--- src/shared/flagirq_params.svh ---
/*
 * Register indices, field positions and reset values of the status
 * flag and interrupt block.
 * Assumes APB byte addresses equal four times the register index.
 */
`ifndef FLAGIRQ_PARAMS_SVH
`define FLAGIRQ_PARAMS_SVH

// ****************************************************
// register indices (byte address = index * 4)
// ****************************************************
`define IDX_STATUS_LO      6'h00
`define IDX_STATUS_HI      6'h01
`define IDX_CLEAR_LO       6'h02
`define IDX_CLEAR_HI       6'h03
`define IDX_IRQ_MASK       6'h04
`define IDX_SYS_CTRL_LO    6'h05

// ****************************************************
// reset values and latched-bit masks
// ****************************************************
`define RST_IRQ_MASK       8'h00
`define RST_READ_CLEAR_EN  1'b1
`define RST_CLEAR          8'h00
`define LO_LATCH_MASK      8'hfe
`define HI_LATCH_MASK      5'h1a

// ****************************************************
// field positions
// ****************************************************
`define POS_READ_CLEAR_EN  7
`define POS_LDO_OK         0
`define POS_TA             0
`define ST_RECT_OT         1
`define ST_CONV_OT         2
`define ST_RECT_REC        3
`define ST_CONV_REC        4
`define ST_EXT_HIGH        5
`define ST_EXT_LOW         6
`define ST_OVERCUR         7
`define ST_OVERPWR         3
`define ST_CLAMP           4
`define MSK_RECT           0
`define MSK_CONV           1
`define MSK_EXT_HIGH       2
`define MSK_EXT_LOW        3
`define MSK_OVERCUR        4
`define MSK_OVERPWR        5
`define MSK_CLAMP          6
`define MSK_TA             7

`endif

--- src/shared/flagirq_pkg.sv ---
/*
 * Types shared by the status flag and interrupt block.
 * Assumes a 32-bit APB data path and 8-bit byte addresses.
 */
package flagirq_pkg;
	typedef logic [31:0] word_t;
	typedef logic [7:0]  byte_t;
	typedef logic [7:0]  paddr_t;
	// bus answer sequencing, one-hot
	typedef enum logic [1:0] {
		ST_IDLE = 2'b01,
		ST_ANS  = 2'b10
	} apb_st_t;
endpackage

--- src/shared/flag_if.sv ---
/*
 * Carrier between synchroniser, flag bank and the register logic.
 * Assumes all users run on the same core clock.
 */
`timescale 1ns/1ps
interface flag_if #(parameter int W = 8) ();
	logic [W-1:0] lvl;   // debounced pin level
	logic [W-1:0] rise;  // one-cycle rising event
	logic [W-1:0] chg;   // one-cycle change in either direction
	logic [W-1:0] clr;   // clear request pulse
	logic [W-1:0] flags; // latched flags
	modport src  (output lvl, output rise, output chg);
	modport bank (input rise, input clr, output flags);
endinterface

--- src/pin_sync.sv ---
/*
 * Three-stage pin synchroniser with agreement filter and edge pulses.
 * Assumes pins are asynchronous to the core clock.
 */
`timescale 1ns/1ps
module pin_sync #(
	parameter int W = 8 // number of pins
) (
	input  wire logic         clk,  // core clock
	input  wire logic         rst,  // synchronous reset, high
	input  wire logic [W-1:0] pins, // raw event pins
	flag_if.src               f     // level and edges out
);
	logic [W-1:0] s1_ff;
	logic [W-1:0] s2_ff;
	logic [W-1:0] s3_ff;
	logic [W-1:0] lvl_ff;
	logic [W-1:0] agree;

	// shift chain; s1 feeds only s2 to keep metastability contained
	always_ff @(posedge clk) begin
		if (rst) begin
			s1_ff <= '0;
			s2_ff <= '0;
			s3_ff <= '0;
		end else begin
			s1_ff <= pins;
			s2_ff <= s1_ff;
			s3_ff <= s2_ff;
		end
	end

	assign agree = ~(s2_ff ^ s3_ff);

	// accepted level moves only where the last two stages agree
	always_ff @(posedge clk) begin
		if (rst) begin
			lvl_ff <= '0;
		end else begin
			lvl_ff <= (s3_ff & agree) | (lvl_ff & ~agree);
		end
	end

	assign f.lvl  = lvl_ff;
	assign f.chg  = agree & (s3_ff ^ lvl_ff);
	assign f.rise = agree & s3_ff & ~lvl_ff;
endmodule // pin_sync

--- src/flag_bank.sv ---
/*
 * Bank of sticky event flags, set on a rising event, cleared on request.
 * Assumes clear and event pulses are on the core clock.
 */
`timescale 1ns/1ps
module flag_bank #(
	parameter int           W    = 8,  // number of flags
	parameter logic [W-1:0] MASK = '1  // positions that latch
) (
	input  wire logic clk, // core clock
	input  wire logic rst, // synchronous reset, high
	flag_if.bank      f    // events, clears, flags
);
	logic [W-1:0] flags_ff;

	// set wins over clear so an event in the clear cycle survives
	// held until cleared
	always_ff @(posedge clk) begin
		if (rst) begin
			flags_ff <= '0;
		end else begin
			flags_ff <= ((flags_ff & ~f.clr) | f.rise) & MASK;
		end
	end

	assign f.flags = flags_ff;
endmodule // flag_bank

--- src/status_flag_irq.sv ---
/*
 * Status flags, write-one clear, read clear and interrupt masking,
 * reached as an APB slave with one byte register per aligned word.
 * Assumes event pins are asynchronous levels, active high, and that the
 * APB master follows the standard setup and access phases.
 */
// The APB register port is this design's own decision.
`timescale 1ns/1ps
`include "flagirq_params.svh"

// How it works
// - each flag clears alone on a written one; written zeros change nothing.
// - clear_lo bit n clears status_lo bit n for bits 1..7.
// - clear_hi bit n clears status_hi bit n for bits 1, 3 and 4.
// - ta_latch_clr clears only the hidden ta latch, never the ta_level bit.
// - ldo_supply_ok is a live level, never latched, never interrupting.
// - with read_clear_en set, reading a status register clears its latched flags.
// - clear_lo bits 1..7 match status_lo; bit 0 reserved; reset zero.
// - clear_hi bits 0,1,3,4 used; 2,5,6,7 reserved; reset zero.
// - irq_n is low while any flag with its enable bit set is set.
// - latched flags stay set until a clear write or enabled read clear.
// - irq_mask_reg bits 0..7 enable the eight interrupt sources; reset zero.
// - each temperature enable gates both overtemp and recovered flags.
// - with ta_irq_en set, both ta edges can raise the interrupt.
// - with read_clear_en clear, reads leave the flags unchanged.
// - status_lo bits hold ldo level then seven latched event flags.
// - status_hi holds ta_level, brownout, overpower, clamp; others read zero.
// - a flag captures the start edge of its event if the pin is held high for two or more clock edges.
// - a hidden latch records every ta_level change; cleared by ta_latch_clr or a status_hi read with read_clear_en set.
module status_flag_irq (
	input  wire logic                CORE_CLK,  // 10 MHz core clock
	input  wire logic                SRST,      // synchronous reset, high
	input  wire logic                PSEL,      // apb select
	input  wire logic                PENABLE,   // apb access phase
	input  wire logic                PWRITE,    // apb direction
	input  wire flagirq_pkg::paddr_t PADDR,     // apb byte address
	input  wire flagirq_pkg::word_t  PWDATA,    // apb write data
	output flagirq_pkg::word_t       PRDATA,    // apb read data
	output logic                     PREADY,    // apb ready
	output logic                     PSLVERR,   // apb error, unmapped
	input  wire logic [7:0]          LO_EVENTS, // ldo level and low events
	input  wire logic [4:0]          HI_EVENTS, // ta pin and high events
	output logic                     IRQ_N      // interrupt, low active
);
	import flagirq_pkg::*;

	// ****************************************************
	// signals
	// ****************************************************
	flag_if #(.W(8)) lo_f ();
	flag_if #(.W(5)) hi_f ();

	apb_st_t   st_ff;
	word_t     prdata_ff;
	logic      pready_ff;
	logic      pslverr_ff;
	logic      irq_n_ff;
	byte_t     mask_ff;
	logic      rc_en_ff;
	logic      ta_latch_ff;
	logic      done;
	logic      wr_done;
	logic      rd_done;
	byte_t     status_lo;
	byte_t     status_hi;
	logic      irq_src;
	logic      ta_clr;

	// ****************************************************
	// helpers
	// ****************************************************
	// byte address of a register index
	function automatic logic hit(paddr_t a, logic [5:0] idx);
		return a == {idx, 2'b00};
	endfunction

	// any flag gated through by the enable mask
	function automatic logic irq_due(byte_t lo, logic [4:0] hi, logic ta, byte_t m);
		logic r;
		r = 1'b0;
		r = r | (m[`MSK_RECT] & (lo[`ST_RECT_OT] | lo[`ST_RECT_REC]));
		r = r | (m[`MSK_CONV] & (lo[`ST_CONV_OT] | lo[`ST_CONV_REC]));
		r = r | (m[`MSK_EXT_HIGH] & lo[`ST_EXT_HIGH]);
		r = r | (m[`MSK_EXT_LOW] & lo[`ST_EXT_LOW]);
		r = r | (m[`MSK_OVERCUR] & lo[`ST_OVERCUR]);
		r = r | (m[`MSK_OVERPWR] & hi[`ST_OVERPWR]);
		r = r | (m[`MSK_CLAMP] & hi[`ST_CLAMP]);
		r = r | (m[`MSK_TA] & ta);
		return r;
	endfunction

	// ****************************************************
	// event capture
	// ****************************************************
	// a pin already high at release reads as a rising event a few edges later
	pin_sync #(.W(8)) u_lo_sync (
		.clk  (CORE_CLK),
		.rst  (SRST),
		.pins (LO_EVENTS),
		.f    (lo_f.src)
	);

	pin_sync #(.W(5)) u_hi_sync (
		.clk  (CORE_CLK),
		.rst  (SRST),
		.pins (HI_EVENTS),
		.f    (hi_f.src)
	);

	flag_bank #(.W(8), .MASK(`LO_LATCH_MASK)) u_lo_bank (
		.clk (CORE_CLK),
		.rst (SRST),
		.f   (lo_f.bank)
	);

	// brownout latches but has no enable bit, so it never reaches irq_n
	flag_bank #(.W(5), .MASK(`HI_LATCH_MASK)) u_hi_bank (
		.clk (CORE_CLK),
		.rst (SRST),
		.f   (hi_f.bank)
	);

	// ldo level plus latched low flags
	assign status_lo = {lo_f.flags[7:1], lo_f.lvl[`POS_LDO_OK]};
	// ta level live, reserved bits zero
	assign status_hi = {3'b000, hi_f.flags[4:1], hi_f.lvl[`POS_TA]};

	// ****************************************************
	// bus handshake
	// ****************************************************
	// completion needs our own ready, so an access phase seen alone
	// cannot trigger a write or a read clear by itself
	assign done    = PSEL & PENABLE & pready_ff;
	assign wr_done = done & PWRITE;
	assign rd_done = done & ~PWRITE;

	// answer one cycle into the access phase, read data captured then
	always_ff @(posedge CORE_CLK) begin
		if (SRST) begin
			st_ff      <= ST_IDLE;
			pready_ff  <= 1'b0;
			pslverr_ff <= 1'b0;
			prdata_ff  <= '0;
		end else begin
			unique case (st_ff)
				ST_IDLE: begin
					if (PSEL && PENABLE) begin
						st_ff      <= ST_ANS;
						pready_ff  <= 1'b1;
						pslverr_ff <= PADDR > {`IDX_SYS_CTRL_LO, 2'b00} || PADDR[1:0] != 2'b00;
						prdata_ff  <= '0;
						if (!PWRITE && hit(PADDR, `IDX_STATUS_LO)) begin
							prdata_ff[7:0] <= status_lo;
						end else if (!PWRITE && hit(PADDR, `IDX_STATUS_HI)) begin
							prdata_ff[7:0] <= status_hi;
						end else if (!PWRITE && hit(PADDR, `IDX_IRQ_MASK)) begin
							prdata_ff[7:0] <= mask_ff;
						end else if (!PWRITE && hit(PADDR, `IDX_SYS_CTRL_LO)) begin
							prdata_ff[`POS_READ_CLEAR_EN] <= rc_en_ff;
						end else if (!PWRITE) begin
							// write-only clear registers read as reset value
							prdata_ff[7:0] <= `RST_CLEAR;
						end
					end
				end
				ST_ANS: begin
					st_ff      <= ST_IDLE;
					pready_ff  <= 1'b0;
					pslverr_ff <= 1'b0;
				end
			endcase
		end
	end

	// ****************************************************
	// software registers
	// ****************************************************
	// enable mask, written whole
	always_ff @(posedge CORE_CLK) begin
		if (SRST) begin
			mask_ff <= `RST_IRQ_MASK;
		end else if (wr_done && hit(PADDR, `IDX_IRQ_MASK)) begin
			mask_ff <= PWDATA[7:0];
		end
	end

	// read clear enable; the other control bits live elsewhere
	// trade-off: only this bit is kept, the rest of sys_ctrl_lo reads zero
	always_ff @(posedge CORE_CLK) begin
		if (SRST) begin
			rc_en_ff <= `RST_READ_CLEAR_EN;
		end else if (wr_done && hit(PADDR, `IDX_SYS_CTRL_LO)) begin
			rc_en_ff <= PWDATA[`POS_READ_CLEAR_EN];
		end
	end

	// ****************************************************
	// clear paths
	// ****************************************************
	// read clear uses the captured byte, not the live flags: an event landing
	// between capture and completion survives to the next read
	// ones clear, zeros keep; reserved bit 0 masked
	// low clear hits low flags; read clear takes only reported bits
	assign lo_f.clr = ({8{wr_done && hit(PADDR, `IDX_CLEAR_LO)}} & PWDATA[7:0]
		| {8{rd_done && rc_en_ff && hit(PADDR, `IDX_STATUS_LO)}} & prdata_ff[7:0])
		& `LO_LATCH_MASK;
	// high clear hits high flags; reserved bits masked
	assign hi_f.clr = ({5{wr_done && hit(PADDR, `IDX_CLEAR_HI)}} & PWDATA[4:0]
		| {5{rd_done && rc_en_ff && hit(PADDR, `IDX_STATUS_HI)}} & prdata_ff[4:0])
		& `HI_LATCH_MASK;
	// ta clear bit reaches the hidden latch only
	assign ta_clr = (wr_done && hit(PADDR, `IDX_CLEAR_HI) && PWDATA[`POS_TA])
		|| (rd_done && rc_en_ff && hit(PADDR, `IDX_STATUS_HI));

	// hidden ta latch, both edges, change wins over clear
	always_ff @(posedge CORE_CLK) begin
		if (SRST) begin
			ta_latch_ff <= 1'b0;
		end else begin
			ta_latch_ff <= hi_f.chg[`POS_TA] | (ta_latch_ff & ~ta_clr);
		end
	end

	// ****************************************************
	// interrupt output
	// ****************************************************
	// ldo level and brownout never reach the line
	assign irq_src = irq_due(lo_f.flags, hi_f.flags, ta_latch_ff, mask_ff);

	// registered so the line cannot glitch while flags and mask settle
	// low while anything enabled is pending; high once none
	always_ff @(posedge CORE_CLK) begin
		if (SRST) begin
			irq_n_ff <= 1'b1;
		end else begin
			irq_n_ff <= ~irq_src;
		end
	end

	assign PRDATA  = prdata_ff;
	assign PREADY  = pready_ff;
	assign PSLVERR = pslverr_ff;
	assign IRQ_N   = irq_n_ff;
endmodule // status_flag_irq

--- config.mk ---
export PLATFORM = sky130hd
export DESIGN_NAME = status_flag_irq
export DESIGN_NICKNAME = d
export VERILOG_FILES = /design/src/shared/flagirq_pkg.sv /design/src/shared/flag_if.sv /design/src/pin_sync.sv /design/src/flag_bank.sv /design/src/status_flag_irq.sv
export VERILOG_INCLUDE_DIRS = /design/src /design/src/shared
export SDC_FILE = /design/constraint.sdc
export NUM_CORES = 1
export LEC_CHECK = 0
export BUFFER_PORTS_ARGS = -buffer_cell sky130_fd_sc_hd__buf_2
export CORE_ASPECT_RATIO = 1.5
export CORE_UTILIZATION = 30
export CTS_CLUSTER_DIAMETER = 100
export CTS_CLUSTER_SIZE = 10
export DETAILED_ROUTE_END_ITERATION = 7
export HOLD_SLACK_MARGIN = 0.1
export PLACE_DENSITY = 0.53
export SLEW_MARGIN = 20
export SYNTH_ARGS = -nofsm -noshare
export SYNTH_HDL_FRONTEND = slang
export SYNTH_SLANG_ARGS = --single-unit
--- constraint.sdc ---
create_clock -name CORE_CLK -period 5 [get_ports CORE_CLK]
set_clock_uncertainty 0.1 [all_clocks]
set_input_delay 1.5 -clock CORE_CLK [delete_from_list [all_inputs] [get_ports CORE_CLK]]
set_output_delay 1.5 -clock CORE_CLK [all_outputs]
set_load 0.05 [all_outputs]
==> summary.txt <==
Floorplanning
  – Ports: 93
  – Die H: 129.7 um
  – Die X: 87.11 um
  – Die Area: 11290 um2
  – Initial Utilization: 30.78%
  – Site Rows: 46
  – CORE AREA: 10590 um2

Timing
  – Worst Tran Pin Value: 0.9430 ns
  – Slew headroom: 37.00%
  – Setup TNS: 0 ns
  – F_max: 0.3079 GHz
  – Slew Viols, Final: 0
  – Final hold violations: 0
  – Final period util: 64.95%
  – Period minus WS final: 3.247 ns
  – Final worst slack: 1.753 ns
  – Final setup fails: 0
  – RSZ-0062 raised after global routing: false

Global route
  – Largest net degree at the start of global routing: 43
  – GRT Residual Overflow: 0
  – First-pass GRT wire length: 10.30 mm
  – Vias in the first global route: 2193
  – All-Layer GR Usage: 12.09%
  – Initial antenna violation count: 0

Synthesis
  – Avg Synthesized Cell Area: 10.09 um2
  – Register area share after synthesis: 49.14%
  – Largest area contributor in the netlist: dfxtp_1
  – Yosys top cell area share: 49.14%
  – #FFs+latches synth: 80
  – Yosys cell types: 35
  – Most used DFF post-synth: dfxtp_1
  – EDFF count, synth: 0
  – Yosys warns: 0
  – Mapped Area: 3259 um2
  – Asr flop ratio synth: 0%
  – Synth Instances: 323
  – Largest cells by area after synthesis: dfxtp_1 (49%), nor2b_1 (7.7%), mux2i_1 (7.1%)

Power
  – Comb pwr share: 10.5%
  – Seq pwr share: 46.7%
  – LEAKAGE: 1.508 nW
  – PwrDens: 378.5 nW/um2
  – Clock share of power: 42.8%
  – Switching Share: 25.49%
  – Max IR drop VDD: 0.1725 mV
  – Switch Pwr: 368.5 uW
  – Total internal power: 1.077 mW

Clock network
  – Post-CTS resize count: 0
  – Total CTS buffers: 9
  – TritonCTS clock tree: yes
  – Root Buffer: clkbuf_16
  – Worst skew pair latency: 0.33 ns
  – Max clock buf depth: 2
  – CTS Hold Bufs: 0
  – H-tree levels: 3
  – Sink Count: 80
  – Post-CTS setup buffer count: 0
  – Clock slew at reported path FFs: 0.06 ns

Worst setup path
  – Top delay family on crit path: simple AND/OR/NAND/NOR gates
  – Crit-path cells: buf_2 -> or4_1 -> nor4_2 -> a221o_1 -> a21oi_1
  – Slowest stage cell, crit path: nor4_2
  – WP data required: 5.10 ns
  – WP data arrival: 3.34 ns
  – CP peak stage delay: 0.70 ns
  – WS Path Type: in -> reg
  – Nature of the critical path startpoint: input pin
  – CP Buf/Inv Count: 1
  – Critical Path End Type: flop
  – CP max FO: 7

Route
  – Routed WL: 6.285 mm
  – Via Count: 2283
  – DRC Markers: 0
  – Iter 0 DRT Violations: 76
  – Routed len/inst: 12.23 um
  – DRT antenna net count: 0
  – Avg Vias per Cell: 4.442
  – DRT Pass-1 Iters: 4

Placement
  – Dpl ws: 1.410 ns
  – Hpwl dp: 4.628 mm
  – RePlAce Congestion: 0.7858
  – Post-placement cell area: 3526 um2
  – PortBufs: 43

Finish
  – Area of the multi-input gates: 1465 um2
  – Layout cells sized above 1: 18.65%
  – N_diodes: 0
  – Final Net Count: 433
  – Area delta synth->final: 17.20%
  – Register area: 1602 um2
  – Fin area: 3820 um2
  – # fillers: 1119
  – Commonest non-fill, non-tap cells in the layout: dfxtp_1 (80), buf_2 (43), nor2b_1 (40)
  – Most common cell after layout, fill and taps aside: dfxtp_1

Min path
  – Min-delay worst type: reg -> reg

Status
  – Status: complete, no violations

Job
  – Max-cap viol count: 0
routing by layer:
metal	GRT usage, %	vias up	routed length (um)
li1	-	1152	-
met1	13.68	1051	2716
met2	19.96	64	3075
met3	3.631	16	296
met4	7.232	0	196
met5	0	-	0
through the flow:
step | util [%] | cells | total power, mW | hold slack [ns]
floorplan | - | 346 | 0.8194 | 0.3138
global placement | 33.29 | 498 | 0.8400 | 0.3207
detailed placement | 33.29 | 498 | 0.8423 | 0.3285
CTS | 36.07 | 514 | 1.475 | 0.3405
global route | 36.07 | 514 | 1.515 | 0.3560
finish | 36.07 | 514 | 1.446 | 0.3353
worst reg2reg max path: stages (launching register included):
cell and delay, ns:
dfxtp_1 0.44, nand3b_1 0.19, nor4_2 0.75, a221o_1 0.29, a21oi_1 0.07
final timing paths:
kind	startpoint	end	slack, ns	cells after the start
setup reg to reg	st_ff[1]	u_lo_bank.f.flags[7]	3.02	4
hold reg to reg	u_lo_sync.s1_ff[0]	u_lo_sync.s2_ff[0]	0.34	1
hold / removal	u_lo_sync.s1_ff[0]	u_lo_sync.s2_ff[0]	0.34	1
setup / recovery	PADDR[5]	u_lo_bank.f.flags[7]	1.75	5
cell type report:
type / count / share of cell area, %
timing repair buffer: 45 / 6.027
multi-input combinational: 216 / 38.36
clock inverter: 4 / 0.7206
inverter: 13 / 1.277
sequential: 80 / 41.93
tap: 144 / 4.717
clock buffer: 12 / 6.977
cell families after synthesis:
kind of cell             Yosys count  share of synthesized area [%]
AND/OR/NAND/NOR                  109                          19.88
flip-flops                        80                          49.14
AO/OA/AOI/OAI                     50                          11.40
buffers and inverters             50                          8.560
multiplexers                      23                          7.063
adder cells (fa/ha/maj)           10                          3.839
other                              1                         0.1151
cells in the mapped netlist, types with 7 or more instances:
master	count
dfxtp_1	80
nor2b_1	40
nor2_1	29
buf_4	24
mux2i_1	23
a21oi_1	13
inv_1	13
clkbuf_1	12
nand2b_1	11
ha_1	10
a221o_1	7
power by group through the flow:
stage	Sequential, mW	Clock, mW	Combinational (mW)
detailed placement	0.689	0	0.153
floorplan	0.713	0	0.107
global route	0.678	0.672	0.165
CTS	0.675	0.646	0.154
global placement	0.688	0	0.152
finish	0.675	0.619	0.152
Power figures use the tool's default switching activity.
